<file path="config.mk">
export PLATFORM = sky130hd
export DESIGN_NAME = external_bus_unit
export DESIGN_NICKNAME = d
export VERILOG_FILES = /design/src/hw/ebu_pkg.sv /design/src/hw/external_bus_unit.sv
export VERILOG_INCLUDE_DIRS = /design/src /design/src/hw
export SDC_FILE = /design/constraint.sdc
export NUM_CORES = 1
export LEC_CHECK = 0
export ABC_AREA = 1
export BUFFER_PORTS_ARGS = -buffer_cell sky130_fd_sc_hd__buf_2
export CAP_MARGIN = 10
export CELL_PAD_IN_SITES_DETAIL_PLACEMENT = 2
export CELL_PAD_IN_SITES_GLOBAL_PLACEMENT = 2
export CORE_UTILIZATION = 24
export CTS_CLUSTER_SIZE = 24
export DETAILED_ROUTE_END_ITERATION = 12
export GPL_ROUTABILITY_DRIVEN = 0
export GPL_TIMING_DRIVEN = 1
export HOLD_SLACK_MARGIN = 0.15
export MAX_ROUTING_LAYER = met4
export PLACE_DENSITY = 0.84
export SKIP_LAST_GASP = 1
export SYNTH_ARGS = -nofsm -noshare
export SYNTH_HDL_FRONTEND = slang
export SYNTH_SLANG_ARGS = --single-unit
</file>
<file path="constraint.sdc">
create_clock -name i_clock -period 2.1 [get_ports i_clock]
set_input_delay 0.105 -clock i_clock [delete_from_list [all_inputs] [get_ports i_clock]]
set_output_delay 0.105 -clock i_clock [all_outputs]
set_load 0.02 [all_outputs]
</file>
<file path="src/hw/ebu_defs.svh">
// Constants of the external bus unit.
`ifndef EBU_DEFS_SVH
`define EBU_DEFS_SVH
// Bus configuration word fields.
`define CFG_WAIT_LSB 0
`define CFG_WAIT_MSB 3
`define CFG_TRI 4
`define CFG_ALE 5
`define CFG_RWDLY 6
`define CFG_RDYEN 7
`define CFG_READY_POLARITY 8
`define CFG_CSEN 9
// Window select: size code k up to WIN_SIZE_MAX spans 4 Kbytes shifted left by k, larger codes 4 Kbytes.
`define WIN_BASE_LSB 12
`define WIN_SIZE_MAX 4'hB
// Timing: chip-select lag of half a CPU clock, CPU clock period in ns.
`define CPU_CLK_NS 100
`define SYS_CLK_NS 50
`define CS_LAG_CYC (((`CPU_CLK_NS / 2) + `SYS_CLK_NS - 1) / `SYS_CLK_NS)
`define NUM_WIN 4
`define NUM_CS 5
`endif

</file>
<file path="src/hw/ebu_pkg.sv">
// Types of the external bus unit.
package ebu_pkg;
	typedef enum logic [2:0] {
		MODE_SINGLE = 3'h0,
		MODE_DEMUX16 = 3'h1,
		MODE_MUX16 = 3'h2,
		MODE_MUX8 = 3'h3,
		MODE_DEMUX8 = 3'h4
	} bus_mode_e;
	typedef enum logic [1:0] {
		SPACE_16M = 2'h0,
		SPACE_1M = 2'h1,
		SPACE_256K = 2'h2,
		SPACE_64K = 2'h3
	} addr_space_e;
	typedef enum logic [2:0] {
		ST_IDLE = 3'h0,
		ST_ADDR = 3'h1,
		ST_DELAY = 3'h2,
		ST_DATA = 3'h3,
		ST_TRI = 3'h4
	} bus_state_e;
	typedef struct packed {
		bus_state_e st;
		logic [3:0] cnt;
		logic [2:0] win;
		logic [23:0] addr;
		logic [15:0] wdata;
		logic we;
		logic [15:0] rdata;
		logic ack;
		logic err;
		logic ale;
		logic rd_n;
		logic wr_n;
		logic [4:0] cs_n;
		logic [1:0] cs_lag;
		logic [1:0] hold_sy;
		logic [1:0] rdy_sy;
		logic [1:0] hak_sy;
		logic [31:0] ad_sy;
		logic granted;
		logic bus_request_out_n;
	} ebu_state_s;
endpackage : ebu_pkg

</file>
<file path="src/hw/external_bus_unit.sv">
// External bus unit: windows, chip selects, bus cycles and hold arbitration.
`timescale 1ns/1ps
`include "ebu_defs.svh"
module external_bus_unit (
	input wire logic i_clock, // System clock, 20 MHz.
	input wire logic i_rst, // Synchronous reset, active high.
	// Configuration.
	input wire logic [2:0] i_bus_mode, // Bus mode code.
	input wire logic [1:0] i_addr_space, // Address space limit code.
	input wire logic i_chipselect_timing_select, // Chip selects move with strobe.
	input wire logic i_hold_arbitration_enable, // Arbitration on.
	input wire logic i_hold_ack_direction_bit, // One selects slave mode.
	input wire logic [47:0] i_window_address_select, // Per window base[11:0].
	input wire logic [15:0] i_window_size, // Per window size code[3:0].
	input wire logic [79:0] i_window_bus_config, // Configs, 0 is default.
	// Internal access port.
	input wire logic i_req, // Access request level.
	input wire logic i_we, // Write when high.
	input wire logic [23:0] i_addr, // Byte address.
	input wire logic [15:0] i_wdata, // Write data.
	output logic o_ack, // Access done pulse.
	output logic o_err, // Refused access, with ack.
	output logic [15:0] o_rdata, // Read data.
	// Bus pins.
	output logic [15:0] o_dedicated_address_port, // Address out.
	output logic o_dedicated_address_port_oe_n, // Low while driven.
	output logic [7:0] o_seg_addr, // Segment address lines.
	output logic [7:0] o_seg_addr_oe_n, // Per line, low while driven.
	input wire logic [15:0] i_address_data_port, // Pin level in.
	output logic [15:0] o_address_data_port, // Pin drive value.
	output logic [1:0] o_address_data_port_oe_n, // Per byte, low drives.
	output logic o_ale, // Address latch strobe.
	output logic o_rd_n, // Read strobe.
	output logic o_wr_n, // Write strobe.
	output logic o_ctrl_oe_n, // Strobes and selects enable.
	output logic [4:0] o_chip_select_n, // Chip selects, 0 default.
	input wire logic i_ready, // Ready pin.
	input wire logic i_hold_n, // Hold request pin.
	output logic o_bus_request_out_n, // Bus request pin.
	input wire logic i_hold_acknowledge_n, // Acknowledge pin in.
	output logic o_hold_acknowledge_n, // Acknowledge pin out.
	output logic o_hold_acknowledge_oe_n // Low while driven.
);

	// ------------------------------------------------------------
	// Operation
	// ------------------------------------------------------------

	// The unit turns one internal access into one external bus cycle.
	// A request is taken only while the state is idle, the bus is owned,
	// no hold is pending and no acknowledge went out in the last cycle.
	// The acknowledge of one access therefore also spaces the next one.
	//
	// The address is first trimmed to the selected space limit.
	// The trimmed address then picks a window or the default region.
	// Window, address, direction and write data are latched when taken.
	// All later timing reads the latched window's configuration word.
	// A configuration change during a cycle applies to its remaining states, but not to a strobe length or wait count already loaded.
	//
	// A cycle walks through up to five states:
	// idle, address phase, optional strobe delay, data phase, dead cycle.
	// The address phase lasts one cycle, or two with a long strobe.
	// The data phase lasts the wait count plus one cycle at the least.
	// With ready enabled, the data phase then waits for the ready level.
	// Ready passes a two-stage synchroniser, so it acts two cycles late.
	// A slow device must account for that lag in its own reply.
	//
	// Read data also passes a two-stage synchroniser before capture.
	// The captured word is the pin level two cycles before the end.
	// A slow device needs wait states so that its data is stable then.
	// In the 8-bit modes the upper byte of the read result is zero.
	// In the 8-bit modes the upper byte of the port is driven only in the MUX8 address phase.
	//
	// Chip selects follow either the strobe edge or a lagged update.
	// The lag is counted in system clocks from the strobe rise.
	// One system clock stands for half a CPU clock here.
	// A window with its select disabled keeps every select high.
	// Selects are released in the same edge as the acknowledge.
	//
	// Arbitration runs only while the enable input is high.
	// In master mode a synchronised hold request gives the bus away.
	// The bus is handed over only between cycles, never inside one.
	// While granted, every bus output enable but the acknowledge pin's stays high.
	// A pending own access then drives the bus request pin low.
	// In slave mode the acknowledge pin is read, not driven.
	// The unit owns the bus only while that pin is seen low.
	//
	// Single-chip mode starts no cycle at all.
	// A request there is answered at once with the error flag.
	// Unknown mode codes are treated as single-chip mode.
	// All bus outputs but the acknowledge and bus request pins stay released, so the pins can serve as ports.
	//
	// Outputs come straight from the state register, except the address/data port value,
	// which also follows the mode, and the output enables, which follow ownership, mode, space code and arbitration setting.
	// Reset is synchronous and clears the grant; master or slave mode follows the direction input.
	// The hold and acknowledge synchronisers reset to the idle levels of their pins,
	// so no false hold or grant is seen after reset.

	// ------------------------------------------------------------
	// Helper functions
	// ------------------------------------------------------------

	// Window hit: compare address bits above the window size.
	function automatic logic win_hit(
		input logic [23:0] a,
		input logic [11:0] base,
		input logic [3:0] size
	);
		logic [11:0] mask;
		mask = 12'hFFF;
		if (size <= `WIN_SIZE_MAX) begin
			mask = 12'hFFF << size;
		end
		win_hit = ((a[23:`WIN_BASE_LSB] ^ base) & mask) == 12'h000;
	endfunction : win_hit

	// Mask of segment lines in use for each address space.
	function automatic logic [7:0] seg_lines(input logic [1:0] sp);
		seg_lines = 8'hFF;
		unique case (ebu_pkg::addr_space_e'(sp))
			ebu_pkg::SPACE_16M: seg_lines = 8'hFF;
			ebu_pkg::SPACE_1M: seg_lines = 8'h0F;
			ebu_pkg::SPACE_256K: seg_lines = 8'h03;
			ebu_pkg::SPACE_64K: seg_lines = 8'h00;
		endcase
	endfunction : seg_lines

	// ------------------------------------------------------------
	// Decode
	// ------------------------------------------------------------

	ebu_pkg::ebu_state_s s_reg;
	ebu_pkg::ebu_state_s s_next;
	ebu_pkg::bus_mode_e mode;
	logic [2:0] sel;
	logic [9:0] cfg;
	logic [23:0] addr_lim;
	logic [4:0] cs_vec;
	logic single;
	logic mux;
	logic narrow;
	logic own;
	logic hold_pend;
	logic rdy_ok;

	assign mode = ebu_pkg::bus_mode_e'(i_bus_mode);
	assign single = !(mode inside {ebu_pkg::MODE_DEMUX16, ebu_pkg::MODE_MUX16,
		ebu_pkg::MODE_MUX8, ebu_pkg::MODE_DEMUX8});
	assign mux = (mode == ebu_pkg::MODE_MUX16) || (mode == ebu_pkg::MODE_MUX8);
	assign narrow = (mode == ebu_pkg::MODE_MUX8) || (mode == ebu_pkg::MODE_DEMUX8);
	// Upper lines beyond the space limit are cleared.
	assign addr_lim = {i_addr[23:16] & seg_lines(i_addr_space), i_addr[15:0]};

	// Window select, later windows checked last so they win.
	always_comb begin
		sel = 3'h0;
		for (int w = 0; w < `NUM_WIN; w++) begin
			if (win_hit(addr_lim, i_window_address_select[w*12 +: 12],
				i_window_size[w*4 +: 4])) begin
				sel = 3'(w + 1);
			end
		end
	end

	// Configuration of the window of the cycle in progress.
	assign cfg = i_window_bus_config[s_reg.win*16 +: 10];
	// Chip select of the latched window, if enabled there.
	assign cs_vec = ~(5'(cfg[`CFG_CSEN]) << s_reg.win);
	// Ready compared against the window polarity.
	assign rdy_ok = !cfg[`CFG_RDYEN] || (s_reg.rdy_sy[1] == cfg[`CFG_READY_POLARITY]);

	// Ownership: master owns unless granted away, slave owns once granted.
	assign own = i_hold_ack_direction_bit && i_hold_arbitration_enable ?
		!s_reg.hak_sy[1] : !s_reg.granted;
	assign hold_pend = i_hold_arbitration_enable && !i_hold_ack_direction_bit &&
		!s_reg.hold_sy[1];

	// ------------------------------------------------------------
	// Next state
	// ------------------------------------------------------------

	always_comb begin
		s_next = s_reg;
		s_next.ack = 1'b0;
		s_next.err = 1'b0;
		// Pin synchronisers.
		s_next.hold_sy = {s_reg.hold_sy[0], i_hold_n};
		s_next.rdy_sy = {s_reg.rdy_sy[0], i_ready};
		s_next.hak_sy = {s_reg.hak_sy[0], i_hold_acknowledge_n};
		s_next.ad_sy = {s_reg.ad_sy[15:0], i_address_data_port};
		// Deferred chip-select update after the strobe rises.
		if (s_reg.cs_lag != 2'h0) begin
			s_next.cs_lag = s_reg.cs_lag - 2'h1;
			if (s_reg.cs_lag == 2'h1) begin
				s_next.cs_n = cs_vec;
			end
		end

		// Master side: give the bus away only between cycles.
		if (!hold_pend) begin
			s_next.granted = 1'b0;
		end else if (s_reg.st == ebu_pkg::ST_IDLE) begin
			s_next.granted = 1'b1;
		end

		// Bus request: master asks back while granted, slave asks to own.
		if (!i_hold_arbitration_enable) begin
			s_next.bus_request_out_n = 1'b1;
		end else if (i_hold_ack_direction_bit) begin
			s_next.bus_request_out_n = !(i_req && !single) && (s_reg.st == ebu_pkg::ST_IDLE);
		end else begin
			s_next.bus_request_out_n = !(s_reg.granted && i_req && !single);
		end

		unique case (s_reg.st)
			ebu_pkg::ST_IDLE: begin
				if (i_req && !s_reg.ack) begin
					if (single) begin
						// No external cycle at all.
						s_next.ack = 1'b1;
						s_next.err = 1'b1;
					end else if (own && !hold_pend && !s_reg.granted) begin
						s_next.st = ebu_pkg::ST_ADDR;
						s_next.addr = addr_lim;
						s_next.we = i_we;
						s_next.wdata = i_wdata;
						s_next.win = sel;
						s_next.cnt = 4'(i_window_bus_config[sel*16 + `CFG_ALE]);
						s_next.ale = 1'b1;
						if (i_chipselect_timing_select) begin
							s_next.cs_n = ~(5'(i_window_bus_config[sel*16 + `CFG_CSEN])
								<< sel);
						end else begin
							s_next.cs_lag = 2'(`CS_LAG_CYC);
						end
					end
				end
			end
			ebu_pkg::ST_ADDR: begin
				// Strobe length: one or two cycles.
				if (s_reg.cnt != 4'h0) begin
					s_next.cnt = s_reg.cnt - 4'h1;
				end else begin
					s_next.ale = 1'b0;
					s_next.cnt = cfg[`CFG_WAIT_MSB:`CFG_WAIT_LSB];
					if (cfg[`CFG_RWDLY]) begin
						s_next.st = ebu_pkg::ST_DELAY;
					end else begin
						s_next.st = ebu_pkg::ST_DATA;
						s_next.rd_n = s_reg.we;
						s_next.wr_n = !s_reg.we;
					end
				end
			end
			ebu_pkg::ST_DELAY: begin
				// Read/write strobe delayed by one cycle.
				s_next.st = ebu_pkg::ST_DATA;
				s_next.rd_n = s_reg.we;
				s_next.wr_n = !s_reg.we;
			end
			ebu_pkg::ST_DATA: begin
				if (s_reg.cnt != 4'h0) begin
					s_next.cnt = s_reg.cnt - 4'h1;
				end else if (rdy_ok) begin
					s_next.rd_n = 1'b1;
					s_next.wr_n = 1'b1;
					s_next.cs_n = 5'h1F;
					s_next.cs_lag = 2'h0;
					s_next.ack = 1'b1;
					s_next.rdata = narrow ? {8'h00, s_reg.ad_sy[23:16]} : s_reg.ad_sy[31:16];
					s_next.st = cfg[`CFG_TRI] ? ebu_pkg::ST_TRI : ebu_pkg::ST_IDLE;
				end
			end
			ebu_pkg::ST_TRI: begin
				// One dead cycle before the next address phase.
				s_next.st = ebu_pkg::ST_IDLE;
			end
			default: begin
				s_next.st = ebu_pkg::ST_IDLE;
			end
		endcase

		if (i_rst) begin
			s_next = '0;
			s_next.st = ebu_pkg::ST_IDLE;
			s_next.rd_n = 1'b1;
			s_next.wr_n = 1'b1;
			s_next.cs_n = 5'h1F;
			s_next.bus_request_out_n = 1'b1;
			s_next.hold_sy = 2'h3;
			s_next.hak_sy = 2'h3;
		end
	end

	// State register.
	always_ff @(posedge i_clock) begin
		s_reg <= s_next;
	end

	// ------------------------------------------------------------
	// Pin drive
	// ------------------------------------------------------------

	logic drive;
	logic in_cycle;
	logic data_out;

	// Bus is driven only when owned and not in single-chip mode.
	assign drive = own && !single && !s_reg.granted;
	assign in_cycle = s_reg.st != ebu_pkg::ST_IDLE;
	assign data_out = s_reg.we && in_cycle && (s_reg.st != ebu_pkg::ST_ADDR)
		&& (s_reg.st != ebu_pkg::ST_TRI);

	assign o_ack = s_reg.ack;
	assign o_err = s_reg.err;
	assign o_rdata = s_reg.rdata;
	// Dedicated address port carries the address in demux modes.
	assign o_dedicated_address_port = s_reg.addr[15:0];
	assign o_dedicated_address_port_oe_n = !(drive && !mux);
	assign o_seg_addr = s_reg.addr[23:16];
	assign o_seg_addr_oe_n = drive ? ~seg_lines(i_addr_space) : 8'hFF;
	// Address phase in mux modes, then data on the same lines.
	assign o_address_data_port = (mux && s_reg.st == ebu_pkg::ST_ADDR) ?
		s_reg.addr[15:0] : s_reg.wdata;
	always_comb begin
		o_address_data_port_oe_n = 2'h3;
		if (drive && mux && s_reg.st == ebu_pkg::ST_ADDR) begin
			o_address_data_port_oe_n = 2'h0;
		end else if (drive && data_out) begin
			o_address_data_port_oe_n = narrow ? 2'h2 : 2'h0;
		end
	end
	assign o_ale = s_reg.ale;
	assign o_rd_n = s_reg.rd_n;
	assign o_wr_n = s_reg.wr_n;
	assign o_ctrl_oe_n = !drive;
	assign o_chip_select_n = s_reg.cs_n;
	assign o_bus_request_out_n = s_reg.bus_request_out_n;
	// Acknowledge is an output in master mode with arbitration enabled, and an input in slave mode.
	assign o_hold_acknowledge_n = !s_reg.granted;
	assign o_hold_acknowledge_oe_n = i_hold_ack_direction_bit ||
		!i_hold_arbitration_enable;

endmodule : external_bus_unit
</file>
==> metrics.txt, run 1 <==
outcome finished with violations; failing checks negative setup slack; Peak supply drop 475.0 µV; Setup WS pre-CTS -0.2935 ns; cell taking the most area after synthesis dfxtp_1; crit path cell chain buf_6 -> a21oi_2 -> a32o_2 -> o21ai_2 -> nand4_1 -> nand3b_4 -> nand2_4 -> nand2_8 -> nand2_4 -> buf_6 -> a21oi_2 -> nand2_1; largest fanout on the critical path 6; Area contributors post-synth dfxtp_1, nand2_1, nor2_1, o21ai_0, inv_1; Max Cap Viol 0; TritonCTS clock tree yes; full die area 29520 µm²; WP buf/inv 2; most common cell after layout, fill and taps aside buf_2; drt first-iter violations 326; all-layer global routing usage 22.84%; pwr dens 899.2 nW/µm²; fin util 36.45%; Seq/Total Area, Yosys 34.42%; core area 28090 µm²; Post-DRT Antenna Nets 0; via count 8267; area grow syn2layout 47.90%; Skew-Pair Late Insertion Delay 0.42 ns; Die H 171.8 µm; slowest stage cell on the critical path dfxtp_4; drt total wl 34070 µm; CP Data Required Time 2.40 ns; clock root buffer clkbuf_16; WL/cell 19.30 µm; Syn Inst Count 1045; Reg2Reg Depth 12; final worst slack -0.02987 ns; placed insts 1666; commonest cells after routing, fill and taps aside buf_2, nand2_1, nor2_1, inv_1, dfxtp_1; HPWL Detailed 23440 µm; min-delay worst type in2reg; setup violators final 1; final hold slack 0.1538 ns; Slew @ Worst Pin 0.5944 ns; min Tclk post-route 2.130 ns; row cnt 61; Met1 Wirelength 13950 µm; clk_skew 0.01764 ns; Final period util 101.4%; RSZ-0062 raised after global routing true; final hold violations 0; drt first pass iters 4; register-to-register setup slack -0.03 ns; Post-Syn Area 6922 µm²; max reg flops 68; Finished Layout Cells 1765; Critical Path Max Stage Delay 0.40 ns; global-route wire length before repair 49690 µm; initial antenna violation count 1; Max Freq 469.5 MHz; CP startpoint kind register; DR top layer met4; Critical Setup Path Class reg2reg; critical path arrival 2.43 ns; number of H-tree levels 4; min-delay src i_window_bus_config[37]; met2 wire length 17580 µm; clock sinks 119; hold path cells 5; CP endpoint kind register; clock transition at the registers of the reported paths 0.07 ns; CTS max path bufs 2; largest net degree at the start of global routing 50; Synth top area share 34.42%; Hold EP s_reg[112]; # IOs 296; vias in the first global route 9352; Final nets 1597; Yosys warnings 0; Post-Syn Nets 1269; Num CTS Buffers 17; Yosys reg bits 119; Die W 171.8 µm; DR DRC count 0; CP top delay family simple AND/OR/NAND/NOR gates; slew margin rel. 60.37%; Initial Util 24.64%; met3 routed WL 1387 µm; Final Max Tran Viols 0; layout cells sized above 1 33.12%; setup TNS -0.02987 ns; r2r endpoint o_chip_select_n[2]; port bufs 265; Critical R2R Launch s_reg[109]; grt total ovfl 0; Mapped Avg Cell Area 6.624 µm²; Pleak 5.020 nW; DR vias/cell 4.684; Yosys cell types 50
where the power goes:
part	switching, W	internal, W	total, W
clock network	0.00128	0.00168	0.00296
logic	0.00221	0.00128	0.00349
registers	0.000195	0.00256	0.00275
cell type report:
type,count,area [µm²]
Antenna cell,1,2.502
Clock buffer,17,425.4
Clock inverter,15,155.1
Fill cell,3398,17850
Inverter,133,516.7
Multi-Input combinational cell,704,3655
Sequential cell,119,2394
Tap cell,378,473.0
Timing Repair Buffer,398,2616
cells in the mapped netlist, drive strengths merged:
cell type and instances:
or2 8, nand3 57, nand4 7, nor2 162
a31o 1, dfxtp 119, nand3b 8, clkbuf 26
o2111ai 3, o21bai 2, nand2 217, o21a 1
a2111oi 1, ha 9, a21oi 58, o22ai 8
nor3 5, o211ai 4, a31oi 8, a32o 1
a221oi 2, o32ai 1, xnor2 12, inv 131
o31ai 1, o21ai 112, clkinv 2, buf 63
xor2 12, a21o 2, o221ai 1, a41oi 1
worst register-to-register path, delay by kind of cell, from the launching register on:
| family | cells | cell delay [ns] |
|---|---|---|
| and+or+nand+nor | 6 | 0.78 |
| DFF | 1 | 0.40 |
| buffers and inverters | 2 | 0.26 |
| AOI/OAI and AO/OA | 4 | 0.58 |
metrics by stage:
stage	total power, W	instance area [µm²]
after floorplan	0.004642	6922
after global placement	0.005605	8738
after detailed placement	0.005753	8738
after CTS	0.008879	9955
after global routing	0.009690	10240
final	0.009205	10240
routing by layer:
| metal | global-route usage (%) | vias to the layer above |
|---|---|---|
| met5 | - | - |
| met2 | 41.79 | 223 |
| met3 | 4.280 | 62 |
| li1 | - | 3942 |
| met1 | 23.92 | 4040 |
| met4 | 9.504 | 0 |
how the worst max path moves through the flow:
stage                               endpoint  cells past startpoint             start
after floorplan           o_chip_select_n[4]                     14        s_reg[110]
after global placement    o_chip_select_n[2]                     20   i_addr_space[0]
after detailed placement  o_chip_select_n[2]                     20  i_window_size[2]
after CTS                         o_rdata[2]                     13        s_reg[110]
after global routing              s_reg[112]                     15         s_reg[35]
final                     o_chip_select_n[2]                     12        s_reg[109]
logic make-up (layout without fill, tap and decap cells):
group                    count (synthesis)  after routing  synth area share (%)
buffers and inverters                  222            563                 15.24
XOR/XNOR                                24             24                 3.037
AO/OA/AOI/OAI                          207            207                 16.47
flip-flops                             119            119                 34.42
other                                    0              1                     0
AND/OR/NAND/NOR                        464            464                 29.21
adder cells (fa/ha/maj)                  9              9                 1.627
what timing repair did:
action | in CTS | in global routing
resized for setup | 8 | 85
gates cloned | 0 | 1
hold buffers | 61 | 0
endpoints found under the setup margin | 39 | 76
pin swaps | 0 | 9
endpoints found under the hold margin | 59 | 0
setup buffers | 0 | 4
Note: power is estimated with default switching activity, not from simulation.
==> inputs of run 2 (changes only) <==
CELL_PAD_IN_SITES_DETAIL_PLACEMENT = unset   (was 2)
CELL_PAD_IN_SITES_GLOBAL_PLACEMENT = unset   (was 2)
CORE_UTILIZATION = 49   (was 24)
PLACE_DENSITY = 0.87   (was 0.84)
==> run 2 against run 1 <==
Effect of this change: the flow now finishes without violations; fmax up 3.9%; sequential power is essentially flat; cell count fell by 13%; critical path depth fell by 3; total power down 7.1%; via count fell by 2.3%; sequential cell count unchanged; clock-buffer cell count up 4; wire length is 31% lower.
==> metrics.txt, run 2 (synthesis results as in run 1) <==
drt total wl 23370 µm; filler instances 1073; DR DRC count 0; Max Freq 488.0 MHz; slew margin rel. 65.24%; full die area 14600 µm²; antenna cells 0; critical path arrival 1.94 ns; global-route wire length before repair 36020 µm; M1 GR Usage 35.10%; r2r endpoint o_rdata[8]; Final nets 1575; slowest stage cell on the critical path dfxtp_1; pwr dens 887.8 nW/µm²; largest fanout on the critical path 8; finished layout cell area 9635 µm²; initial antenna violation count 0; Die H 120.9 µm; setup TNS 0 ns; DR vias/cell 5.241; register-to-register setup slack 0.14 ns; final hold slack 0.1694 ns; Num CTS Buffers 17; Critical Setup Path Class reg2out; Slew @ Worst Pin 0.5214 ns; WL/cell 15.17 µm; commonest cells after routing, fill and taps aside buf_2, nand2_1, nor2_1, inv_1, dfxtp_1; Final Max Tran Viols 0; layout cells sized above 1 30.05%; clock root buffer clkbuf_16; Skew-Pair Late Insertion Delay 0.42 ns; GRT Max-Usage Layer met2; drt first pass iters 10; final hold violations 0; CP endpoint kind output pin; Die W 120.9 µm; Critical Path Source s_reg[117]; row cnt 43; drt first-iter violations 713; min Tclk post-route 2.049 ns; setup violators final 0; port bufs 265; Max Cap Viol 0; Pleak 4.892 nW; Critical R2R Launch s_reg[110]; TritonCTS clock tree yes; CP Data Required Time 2.00 ns; Reg2Reg Depth 13; area grow syn2layout 39.21%; largest net degree at the start of global routing 54; routing usage on met3 6.861%; Post-DP Area 8315 µm²; CP startpoint kind register; outcome finished, final reports clean; fin util 69.69%; Peak supply drop 613.3 µV; clk_skew 0.01083 ns; Final period util 97.58%; vias in the first global route 7842; min-delay worst type in2reg; most common cell after layout, fill and taps aside buf_2; CTS max path bufs 2; clock sinks 119; # IOs 296; grt total ovfl 0; Critical Path Max Stage Delay 0.35 ns; met2 Usage GRT 55.57%; end of the critical path o_address_data_port_oe_n[1]; core area 13830 µm²; max reg flops 68; Post-DRT Antenna Nets 0; all-layer global routing usage 32.40%; number of H-tree levels 4; HPWL Detailed 15560 µm; clock transition at the registers of the reported paths 0.05 ns; Initial Util 50.06%; total power 0.008554 W; crit path cell chain inv_2 -> nand2_1 -> nor2_2 -> inv_2 -> buf_4 -> nand4_1 -> nor2_1 -> a21oi_1 -> buf_4; via count 8076
run 2: cell types whose count changed in the layout (fill, tap and decap cells not counted), sizes merged:
| cell | change |
|---|---|
| buf | -20 |
| inv | -8 |
| clkbuf | +3 |
| dlygate4sd3 | -3 |
| clkinv | +2 |
| clkinvlp | -2 |
| dlymetal6s4s | +2 |
| bufinv | +1 |
| diode | -1 |
run 2: layout make-up:
class | count | area (µm²) | area share, %
Multi-Input combinational cell | 704 | 3551 | 36.85
Timing Repair Buffer | 376 | 2399 | 24.89
Sequential cell | 119 | 2387 | 24.78
Inverter | 133 | 504.2 | 5.233
Clock buffer | 21 | 470.5 | 4.882
Tap cell | 180 | 225.2 | 2.337
Clock inverter | 8 | 98.84 | 1.026
run 2: how the worst min path moves through the flow:
| stage | from | to | slack (ns) | cells after the start |
|---|---|---|---|---|
| floorplan | i_rst | s_reg[118] | 0.20 | 1 |
| global placement | i_hold_acknowledge_n | s_reg[34] | 0.29 | 2 |
| detailed placement | i_hold_n | s_reg[38] | 0.30 | 2 |
| CTS | i_req | o_err | 0.15 | 5 |
| global route | i_addr[12] | o_dedicated_address_port[12] | 0.19 | 3 |
| finish | i_addr[12] | o_dedicated_address_port[12] | 0.17 | 3 |
run 2: timing repair:
| item | in CTS | in global routing |
|---|---|---|
| hold buffers | 60 | 0 |
| resized for setup | 2 | 39 |
| hold endpoints to repair | 61 | 0 |
| pin swaps | 0 | 9 |
| setup endpoints to repair | 10 | 73 |
| buffers inserted | 0 | 7 |
run 2: routing by layer:
layer	up-vias	routed length, µm
li1	3903	-
met1	3638	9094
met2	445	11430
met3	90	1852
met4	0	998
met5	-	0
run 2: report_power, final:
group	switching (W)	internal (W)	leakage [nW]
sequential	0.000176	0.00256	0.976
clock	0.00101	0.00181	0.277
combinational	0.00185	0.00114	3.64
run 2: worst max-delay path: cells and delay by family (launching register included):
kind | cells | cell delay, ns
buffers and inverters | 4 | 0.54
and+or+nand+nor | 4 | 0.44
DFF | 1 | 0.35
AOI/OAI and AO/OA | 1 | 0.20
run 2: through the flow:
stage / setup WS (ns) / std cells
3_5_place_dp: -0.2056 / 1447
3_3_place_gp: -0.1142 / 1447
5_1_grt: -0.04733 / 1541
4_1_cts: 0.01164 / 1536
2_1_floorplan: 0.2026 / 1045
6_report: 0.05080 / 1541
==> inputs of run 3 (changes only) <==
ABC_AREA = 0   (was 1)
CORE_UTILIZATION = 48   (was 49)
PLACE_DENSITY = 0.86   (was 0.87)
==> run 3 against run 2 <==
Effect of this change: synthesized cell count shrank 22%; hold slack improved by 0.033 ns; the flow now finishes with violations (negative setup slack); highest routed layer unchanged; critical endpoint is now o_rdata[1]; clock skew rose by 0.0093 ns.
==> metrics.txt, run 3 <==
port bufs 265; Critical R2R Launch s_reg[109]; CP endpoint kind register; critical path depth in cells 8; Worst path most repeated cell nor2_2; Syn Inst Count 814; EDFF count, synth 0; Final period util 104.6%; Post-Syn Nets 1038; Slew @ Worst Pin 0.4552 ns; Sw Share 30.86%; Post-Syn Area 6616 µm²; largest net degree at the start of global routing 89; Yosys cell types 68; HPWL Detailed 14830 µm; global-route wire length before repair 34220 µm; final hold violations 0; Initial Util 49.57%; setup violators final 8; min-delay worst type in2reg; Final nets 1377; end of the critical path o_rdata[1]; outcome finished with violations; Skew-Pair Late Insertion Delay 0.42 ns; switching pwr 0.002279 W; TritonCTS clock tree yes; Yosys reg bits 119; Main synth FF type dfxtp_1; most common cell after layout, fill and taps aside buf_2; via count 7356; Finished Layout Cells 1341; Seq/Total Area, Yosys 36.01%; P_int 0.005107 W; row cnt 42; area grow syn2layout 49.83%; Clock power frac 38.8%; r2r endpoint o_rdata[1]; cell taking the most area after synthesis dfxtp_1; Final Max Tran Viols 0; failing checks negative setup slack; initial antenna violation count 0; vias in the first global route 7108; Critical Path Max Stage Delay 0.36 ns; drt first pass iters 5; DR DRC count 0; Reg2Reg Depth 8; commonest cells after routing, fill and taps aside buf_2, nand2_1, dfxtp_1, a21oi_1, buf_4; grt total ovfl 0; CTS max path bufs 2; Async SR Flop Fraction 0%; Max Freq 455.3 MHz; final worst slack -0.09630 ns; crit path cell chain buf_6 -> mux2i_4 -> nor2_2 -> o32a_1 -> a21oi_4 -> buf_8 -> mux2i_2 -> nor2_2; critical path arrival 2.49 ns; setup TNS -0.2475 ns; Die W 119.4 µm; placed insts 1232; antenna cells 0; DR vias/cell 5.485; register-to-register setup slack -0.1 ns; clock root buffer clkbuf_16; largest fanout on the critical path 14; Max Cap Viol 0; CP startpoint kind register; RSZ-0062 raised after global routing true; WP buf/inv 2; Post-DRT Antenna Nets 0; WL/cell 17.69 µm; Synth top area share 36.01%; number of H-tree levels 4; Critical Path Source s_reg[109]; core area 13350 µm²; drt total wl 23720 µm; # IOs 296; Synth top cells by count dfxtp_1, nand2_1, a21oi_1; Peak supply drop 757.4 µV; Yosys warnings 0; slew margin rel. 69.33%; final hold slack 0.2026 ns; max reg flops 68; clk_skew 0.02013 ns; pwr dens 745.0 nW/µm²; layout cells sized above 1 39.14%; Pleak 4.364 nW; slowest stage cell on the critical path o32a_1; all-layer global routing usage 31.62%; min Tclk post-route 2.196 ns; hold path cells 4; full die area 14260 µm²; Comb pwr share 27.4%; drt first-iter violations 684; Area contributors post-synth dfxtp_1, nand2_1, a21oi_1, buf_4, nor2b_1; count leader, synth dfxtp_1; clock sinks 119; Reg power frac 33.8%; clock transition at the registers of the reported paths 0.06 ns; Mapped Avg Cell Area 8.128 µm²; Die H 119.4 µm; Critical Setup Path Class reg2reg; CP top delay family compound AO/OA/AOI/OAI gates; Num CTS Buffers 17; CP Data Required Time 2.39 ns
[run 3: cell types whose count changed after synthesis, sizes merged, moves of 12 or more]
cell / change
mux2: +20
mux2i: +18
a21oi: +25
nand2: -100
xnor2: +12
nor2b: +40
nor2: -104
o21ai: -82
nand3: -44
inv: -108
[run 3: final cells by class]
class | instances | area, µm²
Multi-Input combinational cell | 573 | 3757
Fill cell | 922 | 3435
Timing Repair Buffer | 418 | 2875
Sequential cell | 119 | 2390
Clock buffer | 18 | 429.2
Tap cell | 176 | 220.2
Clock inverter | 13 | 148.9
Inverter | 24 | 92.59
[run 3: worst min-delay path: cells and delay by family]
family | cells | cell delay [ns]
and+or+nand+nor | 1 | 0.13
AOI/OAI and AO/OA | 1 | 0.07
xor gates and xnor gates | 1 | 0.15
buffers and inverters | 1 | 0.12
[run 3: kinds of logic (layout without fill, tap and decap cells)]
logic type | Yosys count | count (layout) | share of synthesized area, %
muxes | 39 | 39 | 6.467
xor gates and xnor gates | 46 | 46 | 6.089
AOI/OAI and AO/OA | 180 | 180 | 16.87
DFF | 119 | 119 | 36.01
buffers and inverters | 122 | 473 | 10.25
adders and majority gates | 11 | 11 | 2.005
and+or+nand+nor | 297 | 297 | 22.31
[run 3: through the flow]
stage	cell area, µm²	util [%]	setup slack [ns]	power (W)
after floorplan	6630	-	-0.01007	0.003533
after detailed placement	8227	61.63	-0.2394	0.004197
after global routing	9913	74.27	-0.1679	0.007677
after CTS	9524	71.35	-0.005748	0.007177
after global placement	8227	61.63	-0.2448	0.004157
final	9913	74.27	-0.09630	0.007386
[run 3: routing by layer]
layer | global-route usage [%] | vias up | wire length [µm]
met5 | - | - | 0
li1 | - | 3433 | -
met4 | 15.39 | 0 | 792
met1 | 34.79 | 3433 | 9206
met3 | 7.902 | 67 | 1883
met2 | 53.31 | 423 | 11840
[run 3: power by group through the flow]
stage	combinational [W]	clock (W)	sequential, W
floorplan	0.00102	0	0.00251
finish	0.00203	0.00287	0.00249
global route	0.00217	0.00299	0.00251
CTS	0.00182	0.00288	0.00248
global placement	0.00164	0	0.00251
detailed placement	0.00168	0	0.00252
[run 3: how the worst min path moves through the flow]
stage	endpoint	start
final	o_ack	i_bus_mode[2]
after global routing	o_seg_addr[6]	i_addr_space[0]
after CTS	o_ack	i_bus_mode[2]
after detailed placement	s_reg[34]	i_hold_acknowledge_n
after global placement	s_reg[38]	i_hold_n
after floorplan	o_bus_request_out_n	i_hold_arbitration_enable
[run 3: timing repair]
item | CTS | global route
endpoints found under the hold margin | 80 | 0
pin swaps | 4 | 11
hold buffers | 65 | 0
gates cloned | 0 | 3
gates resized for setup | 16 | 71
buffers inserted | 2 | 8
endpoints found under the setup margin | 40 | 44
